[config.mk]
export PLATFORM = sky130hd
export DESIGN_NAME = ssw_top
export DESIGN_NICKNAME = d
export VERILOG_FILES = /design/src/core/ssw_pkg.sv /design/src/core/ssw_tick.sv /design/src/core/ssw_top.sv
export SDC_FILE = /design/constraint.sdc
export NUM_CORES = 1
export LEC_CHECK = 0
export ABC_AREA = 0
export BUFFER_PORTS_ARGS = -buffer_cell sky130_fd_sc_hd__buf_2
export CAP_MARGIN = 20
export CORE_MARGIN = 2
export CORE_UTILIZATION = 55
export CTS_CLUSTER_DIAMETER = 200
export CTS_CLUSTER_SIZE = 28
export DETAILED_ROUTE_END_ITERATION = 6
export PLACE_DENSITY = 0.7
export SYNTH_ARGS = -nofsm -noshare
export SYNTH_HDL_FRONTEND = slang
export SYNTH_HIERARCHICAL = 1
export SYNTH_SLANG_ARGS = --single-unit
[constraint.sdc]
create_clock -name REF_CLK -period 2.7 [get_ports REF_CLK]
set_clock_uncertainty 0.05 [all_clocks]
set_input_delay 0.27 -clock REF_CLK [delete_from_list [all_inputs] [get_ports REF_CLK]]
set_output_delay 0.27 -clock REF_CLK [all_outputs]
set_load 0.02 [all_outputs]
[src/core/ssw_pkg.sv]
/*
 * ssw_pkg: constants, states and carriers of the supply supervisor and watchdog.
 * assumes a 100 MHz reference clock and a 1 ms tick derived from it.
 */
package ssw_pkg;

   ////////////////////////////////////////////////////////////////////////////
   // clock and tick
   localparam int unsigned CLK_PERIOD_NS = 10;          // reference clock period
   localparam int unsigned TICK_TIME_NS  = 1_000_000;   // one millisecond
   localparam int unsigned TICK_CYCLES   = TICK_TIME_NS / CLK_PERIOD_NS;

   ////////////////////////////////////////////////////////////////////////////
   // timing figures in ms, and their tick counts
   localparam int unsigned RST_TIME_MS = 500;   // reset hold / pulse length
   localparam int unsigned WD_TIME_MS  = 700;   // watchdog timeout
   localparam int unsigned PB_TIME_MS  = 20;    // external pull debounce
   localparam int unsigned TICK_MS     = 1;
   localparam int unsigned CNT_W       = 10;    // wide enough for every count below
   localparam logic [CNT_W-1:0] RST_LAST = CNT_W'(RST_TIME_MS / TICK_MS - 1);
   localparam logic [CNT_W-1:0] WD_LAST  = CNT_W'(WD_TIME_MS / TICK_MS - 1);
   localparam logic [CNT_W-1:0] PB_LAST  = CNT_W'(PB_TIME_MS / TICK_MS - 1);
   localparam logic [CNT_W-1:0] CNT_ZERO = 10'h000;

   ////////////////////////////////////////////////////////////////////////////
   // supervisor states
   typedef enum logic [1:0] {
      SSW_POR   = 2'b00,   // supply low or settling after return
      SSW_RUN   = 2'b01,   // line released, watchdog counting
      SSW_PULSE = 2'b10    // watchdog or external reset pulse
   } ssw_state_e;

   ////////////////////////////////////////////////////////////////////////////
   // comparator flags, digital stand-ins for the analog detectors
   typedef struct packed {
      logic vcc_ok;          // main supply above trip level
      logic vcc_above_hi;    // main supply above battery plus 10 mV
      logic vcc_below_lo;    // main supply below battery minus 10 mV
      logic tdi_low;         // monitored input below 1.3 V
   } ssw_cmp_s;

endpackage

[src/core/ssw_tick.sv]
/*
 * ssw_tick: divides the reference clock into a one-cycle 1 ms enable pulse.
 * assumes an asynchronous active-low reset already released cleanly.
 */
`timescale 1ns/1ps
module ssw_tick #(
   parameter int unsigned DIV = 100000     // clock cycles per tick
) (
   input  wire logic clk,                 // reference clock
   input  wire logic rst_n,               // synchronised reset
   output logic      tick                 // one-cycle pulse every DIV cycles
);

   localparam int unsigned W = $clog2(DIV);
   localparam logic [W-1:0] DIV_LAST = W'(DIV - 1);

   // a divider of one would never release the tick low
   if (DIV < 2) begin : g_chk
      $error("ssw_tick: DIV must be at least 2");
   end

   logic [W-1:0] div_r;      // free-running divider
   logic [W-1:0] div_nxt;

   ////////////////////////////////////////////////////////////////////////////
   // next divider value; wraps at DIV_LAST
   always_comb begin
      div_nxt = (div_r == DIV_LAST) ? '0 : div_r + W'(1);
   end

   // register only
   always_ff @(posedge clk or negedge rst_n) begin
      if (!rst_n) begin
         div_r <= '0;
      end else begin
         div_r <= div_nxt;
      end
   end

   assign tick = (div_r == DIV_LAST);

endmodule // ssw_tick

[src/core/ssw_top.sv]
/*
 * ssw_top: supply supervisor with watchdog, external reset debounce,
 * chip-enable gating, power-fail flag, threshold flag and battery switchover.
 * assumes all inputs but RESET_N synchronous to REF_CLK; the shared reset/strobe line
 * is open drain with an external pull-up resolved outside this module.
 */
// How it works
// - line low at once while supply low
// - hold line low 500 ms after supply returns
// - strobe falling edge restarts watchdog count
// - timeout issues 500 ms reset pulse
// - pulses repeat each timeout until strobed
// - watchdog timeout nominally 700 ms
// - disable input low suppresses watchdog resets
// - accepted external pull yields 500 ms reset
// - threshold flag low when input low, mains up
// - chip enable passes only with good supply
// - chip enable forced high during low supply
// - power-fail flag low while supply below trip
// - supply switch with 20 mV hysteresis
`timescale 1ns/1ps
module ssw_top
   import ssw_pkg::*;
#(
   parameter int unsigned TICK_DIV = TICK_CYCLES   // cycles per 1 ms tick
) (
   input  wire logic     REF_CLK,                  // 100 MHz clock
   input  wire logic     RESET_N,                  // async active-low reset
   input  wire ssw_cmp_s CMP_IN,                   // comparator flags
   input  wire logic     WATCHDOG_DISABLE_IN,      // low disables watchdog
   input  wire logic     CHIP_ENABLE_IN_N,         // RAM chip enable request
   input  wire logic     RESET_STROBE_LINE_I,      // line level seen
   output logic          RESET_STROBE_LINE_O,      // driven level, always low
   output logic          RESET_STROBE_LINE_OE,     // high while pulling low
   output logic          GATED_CHIP_ENABLE_OUT_N,  // gated RAM chip enable
   output logic          POWER_FAIL_OUT_N,         // low while supply low
   output logic          THRESHOLD_OUT_N,          // low while input below level, off battery
   output logic          SUPPLY_FROM_BATTERY       // switched supply on battery
);

   ////////////////////////////////////////////////////////////////////////////
   // reset release through two flops
   logic rst_meta_r;         // first stage, read only by the second
   logic rst_n_r;            // reset used everywhere below

   always_ff @(posedge REF_CLK or negedge RESET_N) begin
      if (!RESET_N) begin
         rst_meta_r <= 1'b0;
         rst_n_r    <= 1'b0;
      end else begin
         rst_meta_r <= 1'b1;
         rst_n_r    <= rst_meta_r;
      end
   end

   ////////////////////////////////////////////////////////////////////////////
   // millisecond tick; every ms figure counts these pulses
   logic tick;               // one-cycle 1 ms enable

   ssw_tick #(
      .DIV   (TICK_DIV)
   ) u_tick (
      .clk   (REF_CLK),
      .rst_n (rst_n_r),
      .tick  (tick)
   );

   // true on the tick that ends a count of last+1 ticks
   function automatic logic cnt_done(input logic [CNT_W-1:0] cnt,
                                     input logic [CNT_W-1:0] last,
                                     input logic             tk);
      return tk && (cnt == last);
   endfunction

   ////////////////////////////////////////////////////////////////////////////
   // supervisor state
   ssw_state_e       state_r, state_nxt;     // supervisor state
   logic [CNT_W-1:0] ms_cnt_r, ms_cnt_nxt;   // hold, pulse or watchdog count
   logic [CNT_W-1:0] db_cnt_r, db_cnt_nxt;   // external pull debounce count
   logic             line_prev_r, line_prev_nxt; // previous undriven level
   logic             drive;                  // line pulled low by us
   logic             strobe_fall;            // watchdog restart event
   logic             wd_fire;                // watchdog expiry accepted
   logic             ext_fire;               // debounced external pull

   // we pull low on supply loss without waiting for a clock edge
   assign drive = !CMP_IN.vcc_ok || (state_r != SSW_RUN);
   // while we drive, the line reads low and tells nothing
   assign strobe_fall = (state_r == SSW_RUN) && line_prev_r && !RESET_STROBE_LINE_I;
   assign wd_fire  = (state_r == SSW_RUN) && WATCHDOG_DISABLE_IN && !strobe_fall
                     && cnt_done(ms_cnt_r, WD_LAST, tick);
   // shorter pulls are just strobes or bounce, and are ignored
   assign ext_fire = (state_r == SSW_RUN) && !RESET_STROBE_LINE_I
                     && cnt_done(db_cnt_r, PB_LAST, tick);

   // next state and counts
   always_comb begin
      state_nxt     = state_r;
      ms_cnt_nxt    = ms_cnt_r;
      db_cnt_nxt    = db_cnt_r;
      line_prev_nxt = drive ? 1'b1 : RESET_STROBE_LINE_I;
      if (!CMP_IN.vcc_ok) begin
         // supply low: restart the hold from zero on every dip
         state_nxt  = SSW_POR;
         ms_cnt_nxt = CNT_ZERO;
         db_cnt_nxt = CNT_ZERO;
      end else begin
         case (state_r)
            SSW_POR, SSW_PULSE: begin
               // both end after a full 500 ms with the line low
               if (cnt_done(ms_cnt_r, RST_LAST, tick)) begin
                  state_nxt  = SSW_RUN;
                  ms_cnt_nxt = CNT_ZERO;
               end else if (tick) begin
                  ms_cnt_nxt = ms_cnt_r + CNT_W'(1);
               end
               db_cnt_nxt = CNT_ZERO;
            end
            SSW_RUN: begin
               if (ext_fire || wd_fire) begin
                  // back in RUN afterwards with count zero, so silence repeats
                  state_nxt  = SSW_PULSE;
                  ms_cnt_nxt = CNT_ZERO;
               end else if (strobe_fall || !WATCHDOG_DISABLE_IN) begin
                  ms_cnt_nxt = CNT_ZERO;
               end else if (tick && ms_cnt_r != WD_LAST) begin
                  ms_cnt_nxt = ms_cnt_r + CNT_W'(1);
               end
               // debounce counts ticks of continuous low level
               if (RESET_STROBE_LINE_I) begin
                  db_cnt_nxt = CNT_ZERO;
               end else if (tick && !ext_fire) begin
                  db_cnt_nxt = db_cnt_r + CNT_W'(1);
               end else if (ext_fire) begin
                  db_cnt_nxt = CNT_ZERO;
               end
            end
            default: begin
               state_nxt  = SSW_POR;
               ms_cnt_nxt = CNT_ZERO;
            end
         endcase
      end
   end

   // register only
   always_ff @(posedge REF_CLK or negedge rst_n_r) begin
      if (!rst_n_r) begin
         state_r     <= SSW_POR;
         ms_cnt_r    <= CNT_ZERO;
         db_cnt_r    <= CNT_ZERO;
         line_prev_r <= 1'b1;
      end else begin
         state_r     <= state_nxt;
         ms_cnt_r    <= ms_cnt_nxt;
         db_cnt_r    <= db_cnt_nxt;
         line_prev_r <= line_prev_nxt;
      end
   end

   // open drain: only ever pulls low
   assign RESET_STROBE_LINE_O  = 1'b0;
   assign RESET_STROBE_LINE_OE = drive;

   ////////////////////////////////////////////////////////////////////////////
   // side outputs: chip enable, power fail, threshold, switchover
   logic ce_n_r, ce_n_nxt;         // gated chip enable
   logic pf_n_r, pf_n_nxt;         // power-fail flag
   logic thr_n_r, thr_n_nxt;       // threshold flag
   logic batt_r, batt_nxt;         // switched supply on battery

   // next values; one flop delay is well inside the 50 ns gate budget
   always_comb begin
      ce_n_nxt  = !(!CHIP_ENABLE_IN_N && CMP_IN.vcc_ok);
      pf_n_nxt  = CMP_IN.vcc_ok;
      // hysteresis: change only past the far threshold
      batt_nxt  = batt_r;
      if (!batt_r && CMP_IN.vcc_below_lo) begin
         batt_nxt = 1'b1;
      end else if (batt_r && CMP_IN.vcc_above_hi) begin
         batt_nxt = 1'b0;
      end
      // detector off while running from the battery
      thr_n_nxt = !(CMP_IN.tdi_low && !batt_nxt);
   end

   // register only; chip enable and threshold flag reset high, power-fail flag and battery flag low
   always_ff @(posedge REF_CLK or negedge rst_n_r) begin
      if (!rst_n_r) begin
         ce_n_r  <= 1'b1;
         pf_n_r  <= 1'b0;
         thr_n_r <= 1'b1;
         batt_r  <= 1'b0;
      end else begin
         ce_n_r  <= ce_n_nxt;
         pf_n_r  <= pf_n_nxt;
         thr_n_r <= thr_n_nxt;
         batt_r  <= batt_nxt;
      end
   end

   assign GATED_CHIP_ENABLE_OUT_N = ce_n_r;
   assign POWER_FAIL_OUT_N        = pf_n_r;
   assign THRESHOLD_OUT_N         = thr_n_r;
   assign SUPPLY_FROM_BATTERY     = batt_r;
endmodule // ssw_top

[Yosys cells after proc, flatten, opt, wreduce, memory -nomap -nowiden]
Cells that the tools add are included.
Storage, ports and cells
  flip-flop bits (word level): 46
  output and inout bits: 6
  word-level logic and storage cells: 82
Operators by class
  $add $sub $neg: 3
  eq/ne operators: 14
  multiplexer cells: 20
  reduce and logical (&&, ||, !) cells: 34
Operators by type and width (number)
  $mux W10: 10
  $pmux W10 S2: 2
  $add A10 B1 Y10 const B: 2
  $add A17 B1 Y17 const B: 1
  $eq A17 B17 Y1 const B: 1
  $mux W17: 1
  $logic_and A1 B1 Y1: 16
  $eq A10 B10 Y1 const B: 1
  $eq A10 B5 Y1 const B: 1
  $eq A10 B9 Y1 const B: 1
  $logic_not A1 Y1: 10
  $ne A10 B10 Y1 const B: 1
  $mux W2: 3
  $reduce_and A2 Y1: 3
  $ne A5 B2 Y1 const B: 1
  $ne A5 B4 Y1 const B: 1
  $ne A4 B4 Y1 const B: 1
  $pmux W2 S2: 1
  $logic_or A1 B1 Y1: 3
  $mux W1: 3
  $ne A3 B1 Y1 const B: 1
  $ne A3 B2 Y1 const B: 1
  $ne A3 B3 Y1 const B: 1
  $eq A2 B1 Y1 const B: 1
  4 further kinds: 4

[Longest topological paths before layout]
  word-level depth: 10
  gate-level depth with buffers: 10
  gate-level depth less buffers: 9

[Modules after synthesis]
Netlist, hierarchy kept.
By module, submodules not included
  ssw_top: instances 1, cells each 164, area an instance 1624.1 µm²
  ssw_tick: instances 1, cells each 74, area an instance 793.3 µm²

[Worst setup path after synthesis]
Ideal clock, no wire load.
  path type: reg-to-reg
  start: register u_tick.div_r[11]
  end: register ms_cnt_r[0]
  library setup time: 0.125 ns
  arrival time: 3.415 ns
  data required time: 2.525 ns
  path slack: -0.890 ns
  stages on the path, launching flop included: 10
  buffers on the path: 1
  period minus slack after synthesis: 3.590 ns
  path through: dfrtp_1 -> or4_1 -> or4_4 -> nor4_4 -> or2b_1 -> or4_4 -> and3_4 -> o221a_1 -> buf_6 -> mux2_2
On the way
  word-level cells in the longest chain between the ends: 7
  elaborated cells on any way between the ends: 15
  those cells by class: eq/ne (3); mux (4); reduce/logical (8)
RTL lines
  start, declared: RTL line ssw_tick.sv:22  | logic [W-1:0] div_r;
  start signal, assigned: RTL line ssw_tick.sv:36  | div_r <= div_nxt;
  $eq A17 B17 Y1 (*): RTL line ssw_tick.sv:40  | assign tick = (div_r == DIV_LAST);
  net tick: RTL line ssw_top.sv:58  | logic tick;
  $logic_and A1 B1 Y1: RTL line ssw_top.sv:72  | return tk && (cnt == last);
  $logic_and A1 B1 Y1, on equally long branches: RTL line ssw_top.sv:94, ssw_top.sv:91
  $logic_or A1 B1 Y1: RTL line ssw_top.sv:120  | if (ext_fire || wd_fire) begin
  $mux W10: RTL line ssw_top.sv:120
  $pmux W10 S2: RTL line ssw_top.sv:108  | case (state_r)
  $mux W10: RTL line ssw_top.sv:102  | if (!CMP_IN.vcc_ok) begin
  end signal, assigned: RTL line ssw_top.sv:155  | ms_cnt_r <= ms_cnt_nxt;
  end, declared: RTL line ssw_top.sv:78  | logic [CNT_W-1:0] ms_cnt_r, ms_cnt_nxt;
Mark *: on every way through the listed nets, which the timed path passes. The rest lies on a longest branch.
A chain may end at the register's enable or synchronous reset.

[Final worst setup path]
  start: register u_tick.div_r[11]
  end: register ms_cnt_r[4]
Same word-level chain as after synthesis.

==> impl_metrics.sql <==
INSERT INTO impl_metrics (metric_group, metric, value, unit) VALUES
('global_route', 'grt_pass1_vias', '1975', ''),
('detailed_routing', 'vias_per_cell', '5.86', ''),
('pwr', 'static_power_due_to_leakage', '1.36', 'nW'),
('global_route', 'antenna_violations_before_repair', '0', ''),
('pwr', 'sw_frac_of_total', '22.7', '%'),
('floorplan', 'start_util', '56.3', '%'),
('final_layout', 'antenna_cells_inserted', '0', ''),
('sta', 'rsz0062_at_grt', 'yes', ''),
('floorplan', 'floorplan.core_area', '0.00429', 'mm2'),
('logic_synthesis', 'asyncSetResetFlopFracSynth', '100', '%'),
('place', 'weighted_congestion_at_the_end_of_routability_driven_global_placement', '0.817', ''),
('logic_synthesis', 'yosys_warning_count', '6', ''),
('logic_synthesis', 'yosysTopAreaCellShare', '44.5', '%'),
('logic_synthesis', 'synth_largest_area_cell', 'dfrtp_1', ''),
('logic_synthesis', 'synth_area', '0.00242', 'mm2'),
('floorplan', 'rows', '24', ''),
('sta', 'fmaxAchievable', '0.315', 'GHz'),
('clocking', 'clk_transition_reported_paths', '90', 'ps'),
('critical_path', 'cpMostUsedCell', 'or4_4', ''),
('critical_path', 'worst_path_cell_with_the_longest_stage_delay', 'or4_4', ''),
('logic_synthesis', 'parity_gate_share_of_the_synthesized_area_counting_xor_and_xnor_cells', '5.07', '%'),
('sta', 'final.setup.worst_slack', '-474', 'ps'),
('critical_path', 'worstPathArrival', '3330', 'ps'),
('logic_synthesis', 'post_synth_main_area_contributors', 'dfrtp_1 45%, o21ai_0 3.5%, nand2_1 3.4%', ''),
('logic_synthesis', 'ys_seq_area_share', '47.8', '%'),
('place', 'io_buffer_count', '13', ''),
('logic_synthesis', 'ys_seq_elements', '46', ''),
('logic_synthesis', 'yosys.cell_count.top_type', 'dfrtp_1', ''),
('sta', 'tightestPinTransition', '958', 'ps'),
('clocking', 'cts_buffers', '5', ''),
('pwr', 'switching_power', '0.299', 'mW'),
('critical_path', 'timing.critical_path.to_type', 'flop', ''),
('logic_synthesis', 'post_synth_inst_count', '238', ''),
('run_status', 'violations', 'negative setup slack', ''),
('detailed_routing', 'finalWirelength', '5330', 'um'),
('critical_path', 'timing.critical_path.fanout_max', '6', ''),
('sta', 'totalNegativeSetupSlack', '-4870', 'ps'),
('detailed_routing', 'drt_first_iter_violations', '100', ''),
('final_layout', 'layoutNonFillerInstCount', '342', ''),
('final_layout', 'flow.area_growth_from_synthesis', '25.9', '%'),
('detailed_routing', 'detailroute.via_count', '2004', ''),
('pwr', 'p_clk_share', '39.4', '%'),
('critical_path', 'critical_path_startpoint_category', 'flop', ''),
('sta', 'post-route-period-util', '118', '%'),
('clocking', 'tritoncts', 'done', ''),
('detailed_routing', 'drt-wirelength-per-cell', '15.6', 'um'),
('sta', 'number_of_failing_setup_endpoints_in_the_final_timing_report', '13', ''),
('floorplan', 'io-pin-count', '15', ''),
('logic_synthesis', 'combinational_family_with_the_most_area_after_synthesis', 'simple AND/OR/NAND/NOR gates', ''),
('logic_synthesis', 'synth.lib_cells_used.distinct', '55', ''),
('sta', 'finalCriticalPeriod', '3170', 'ps'),
('clocking', 'clkSinkCount', '46', ''),
('final_layout', 'post_route_cells_drive_above_1_share', '33.4', '%'),
('final_layout', 'design.final.nets', '301', ''),
('run_status', 'outcome', 'finished, violations left', ''),
('place', 'total_instance_count_after_detailed_placement', '326', ''),
('pwr', 'power.sequential.fraction', '54.9', '%'),
('floorplan', 'design.die.area', '0.00494', 'mm2'),
('pwr', 'power.ir.vdd_worst', '0.000371', 'V'),
('global_route', 'grt_pass1_wl', '8710', 'um'),
('floorplan', 'dieWidth', '70.3', 'um'),
('sta', 'slew_hr', '36.1', '%'),
('logic_synthesis', 'synth.area.mux_share', '1.76', '%'),
('sta', 'hold_viol', '0', ''),
('logic_synthesis', 'synth.cells.most_frequent', '43 x dfrtp_1, 22 x nand2_1, 17 x o21ai_0', ''),
('logic_synthesis', 'synthSimpleGateAreaFrac', '26.1', '%'),
('critical_path', 'critPathMaxStageDelay', '530', 'ps'),
('sta', 'report.final.slew_viol_count', '0', ''),
('global_route', 'grt_usage', '22.0', '%'),
('job', 'timing.max_cap.violations', '0', ''),
('clocking', 'clk_root_buffer_cell', 'clkbuf_8', '');
cell usage in the layout, fill, tap and decap left out, types with 3 or more instances in the layout:
master / synthesis / final
a22o_1: 3 / 3
a22o_2: 5 / 5
and3_1: 9 / 9
buf_2: 2 / 13
buf_4: 1 / 29
buf_6: 1 / 6
clkbuf_8: 0 / 5
dfrtp_1: 43 / 42
dfstp_2: 3 / 3
ha_1: 3 / 3
inv_1: 6 / 6
nand2_1: 22 / 22
nand2b_1: 6 / 6
nand3_1: 10 / 10
nand4_1: 6 / 6
nor2_1: 16 / 15
nor2b_1: 9 / 9
nor3_1: 7 / 7
o21ai_0: 17 / 3
o21ai_1: 0 / 7
o21ai_2: 0 / 7
o221ai_1: 8 / 5
o221ai_2: 0 / 3
o31ai_1: 3 / 3
or4_4: 2 / 3
xnor2_1: 9 / 9
xor2_1: 5 / 5
final cells by class:
type                            instances  area (um2)
Timing Repair Buffer                   50         380
Clock buffer                            6        72.6
Clock inverter                          2        37.5
Tap cell                               52        65.1
Multi-Input combinational cell        180        1310
Inverter                                6        22.5
Sequential cell                        46        1160
Fill cell                             328        1250
metrics by stage:
stage               instance area [um2]  total power [mW]
CTS                                2900              1.32
global route                       3040              1.36
finish                             3040              1.31
detailed placement                 2730             0.801
floorplan                          2420             0.774
global placement                   2730             0.800
routing by layer:
| metal | routed length, um | track usage [%] | up-vias |
|---|---|---|---|
| met3 | 171 | 5.19 | 9 |
| met4 | 82 | 7.05 | 0 |
| met2 | 2700 | 37.0 | 43 |
| met5 | 0 | 0 | - |
| met1 | 2370 | 28.1 | 975 |
| li1 | - | - | 977 |
worst max-delay path, delay by kind of cell, from the launching register on:
kind	cells	cell delay, ps
buffers and inverters	1	180
flip-flops	1	390
AND/OR/NAND/NOR	5	1870
AO/OA/AOI/OAI	3	580
cell families (layout without fill, tap and decap cells):
family	count (synthesis)	in the layout
AO/OA/AOI/OAI	48	49
XOR/XNOR	14	14
adder cells (fa/ha/maj)	3	3
buffers and inverters	13	64
flip-flops	46	46
multiplexers	4	4
other	2	2
AND/OR/NAND/NOR	108	108
flip-flops by register name, indices dropped and copies added, names as in the netlist, 2 cells and up:
signal,cells
state_r,2
u_tick/div_r,17
ms_cnt_r,10
db_cnt_r,10
timing repair:
item                                    in CTS  in global routing
endpoints found under the setup margin      14                 20
gates cloned                                 2                  0
hold buffers                                 1                  0
hold endpoints to repair                     2                  0
pin swaps                                    2                  6
buffers inserted                             1                  4
gates resized for setup                      7                 37
final timing paths:
| path | start | endpoint | slack, ps | cells past startpoint |
|---|---|---|---|---|
| min in group asynchronous | RESET_N | rst_n_r | 240 | 2 |
| worst min register to register | rst_meta_r | rst_n_r | 310 | 0 |
| worst min-delay path | CMP_IN[2] | SUPPLY_FROM_BATTERY | 100 | 2 |
| worst max register to register | u_tick/div_r[11] | ms_cnt_r[4] | -470 | 9 |
| worst max-delay path | u_tick/div_r[11] | ms_cnt_r[4] | -470 | 9 |
| max in group asynchronous | rst_n_r | state_r[1] | 1630 | 0 |
power by group through the flow:
stage	registers, mW	clock network (mW)	logic, mW
4_1_cts	0.722	0.525	0.0695
6_report	0.721	0.517	0.0759
3_3_place_gp	0.736	0	0.0645
5_1_grt	0.726	0.551	0.0815
2_1_floorplan	0.736	0	0.0381
3_5_place_dp	0.736	0	0.0650
Power figures use the tool's default switching activity.
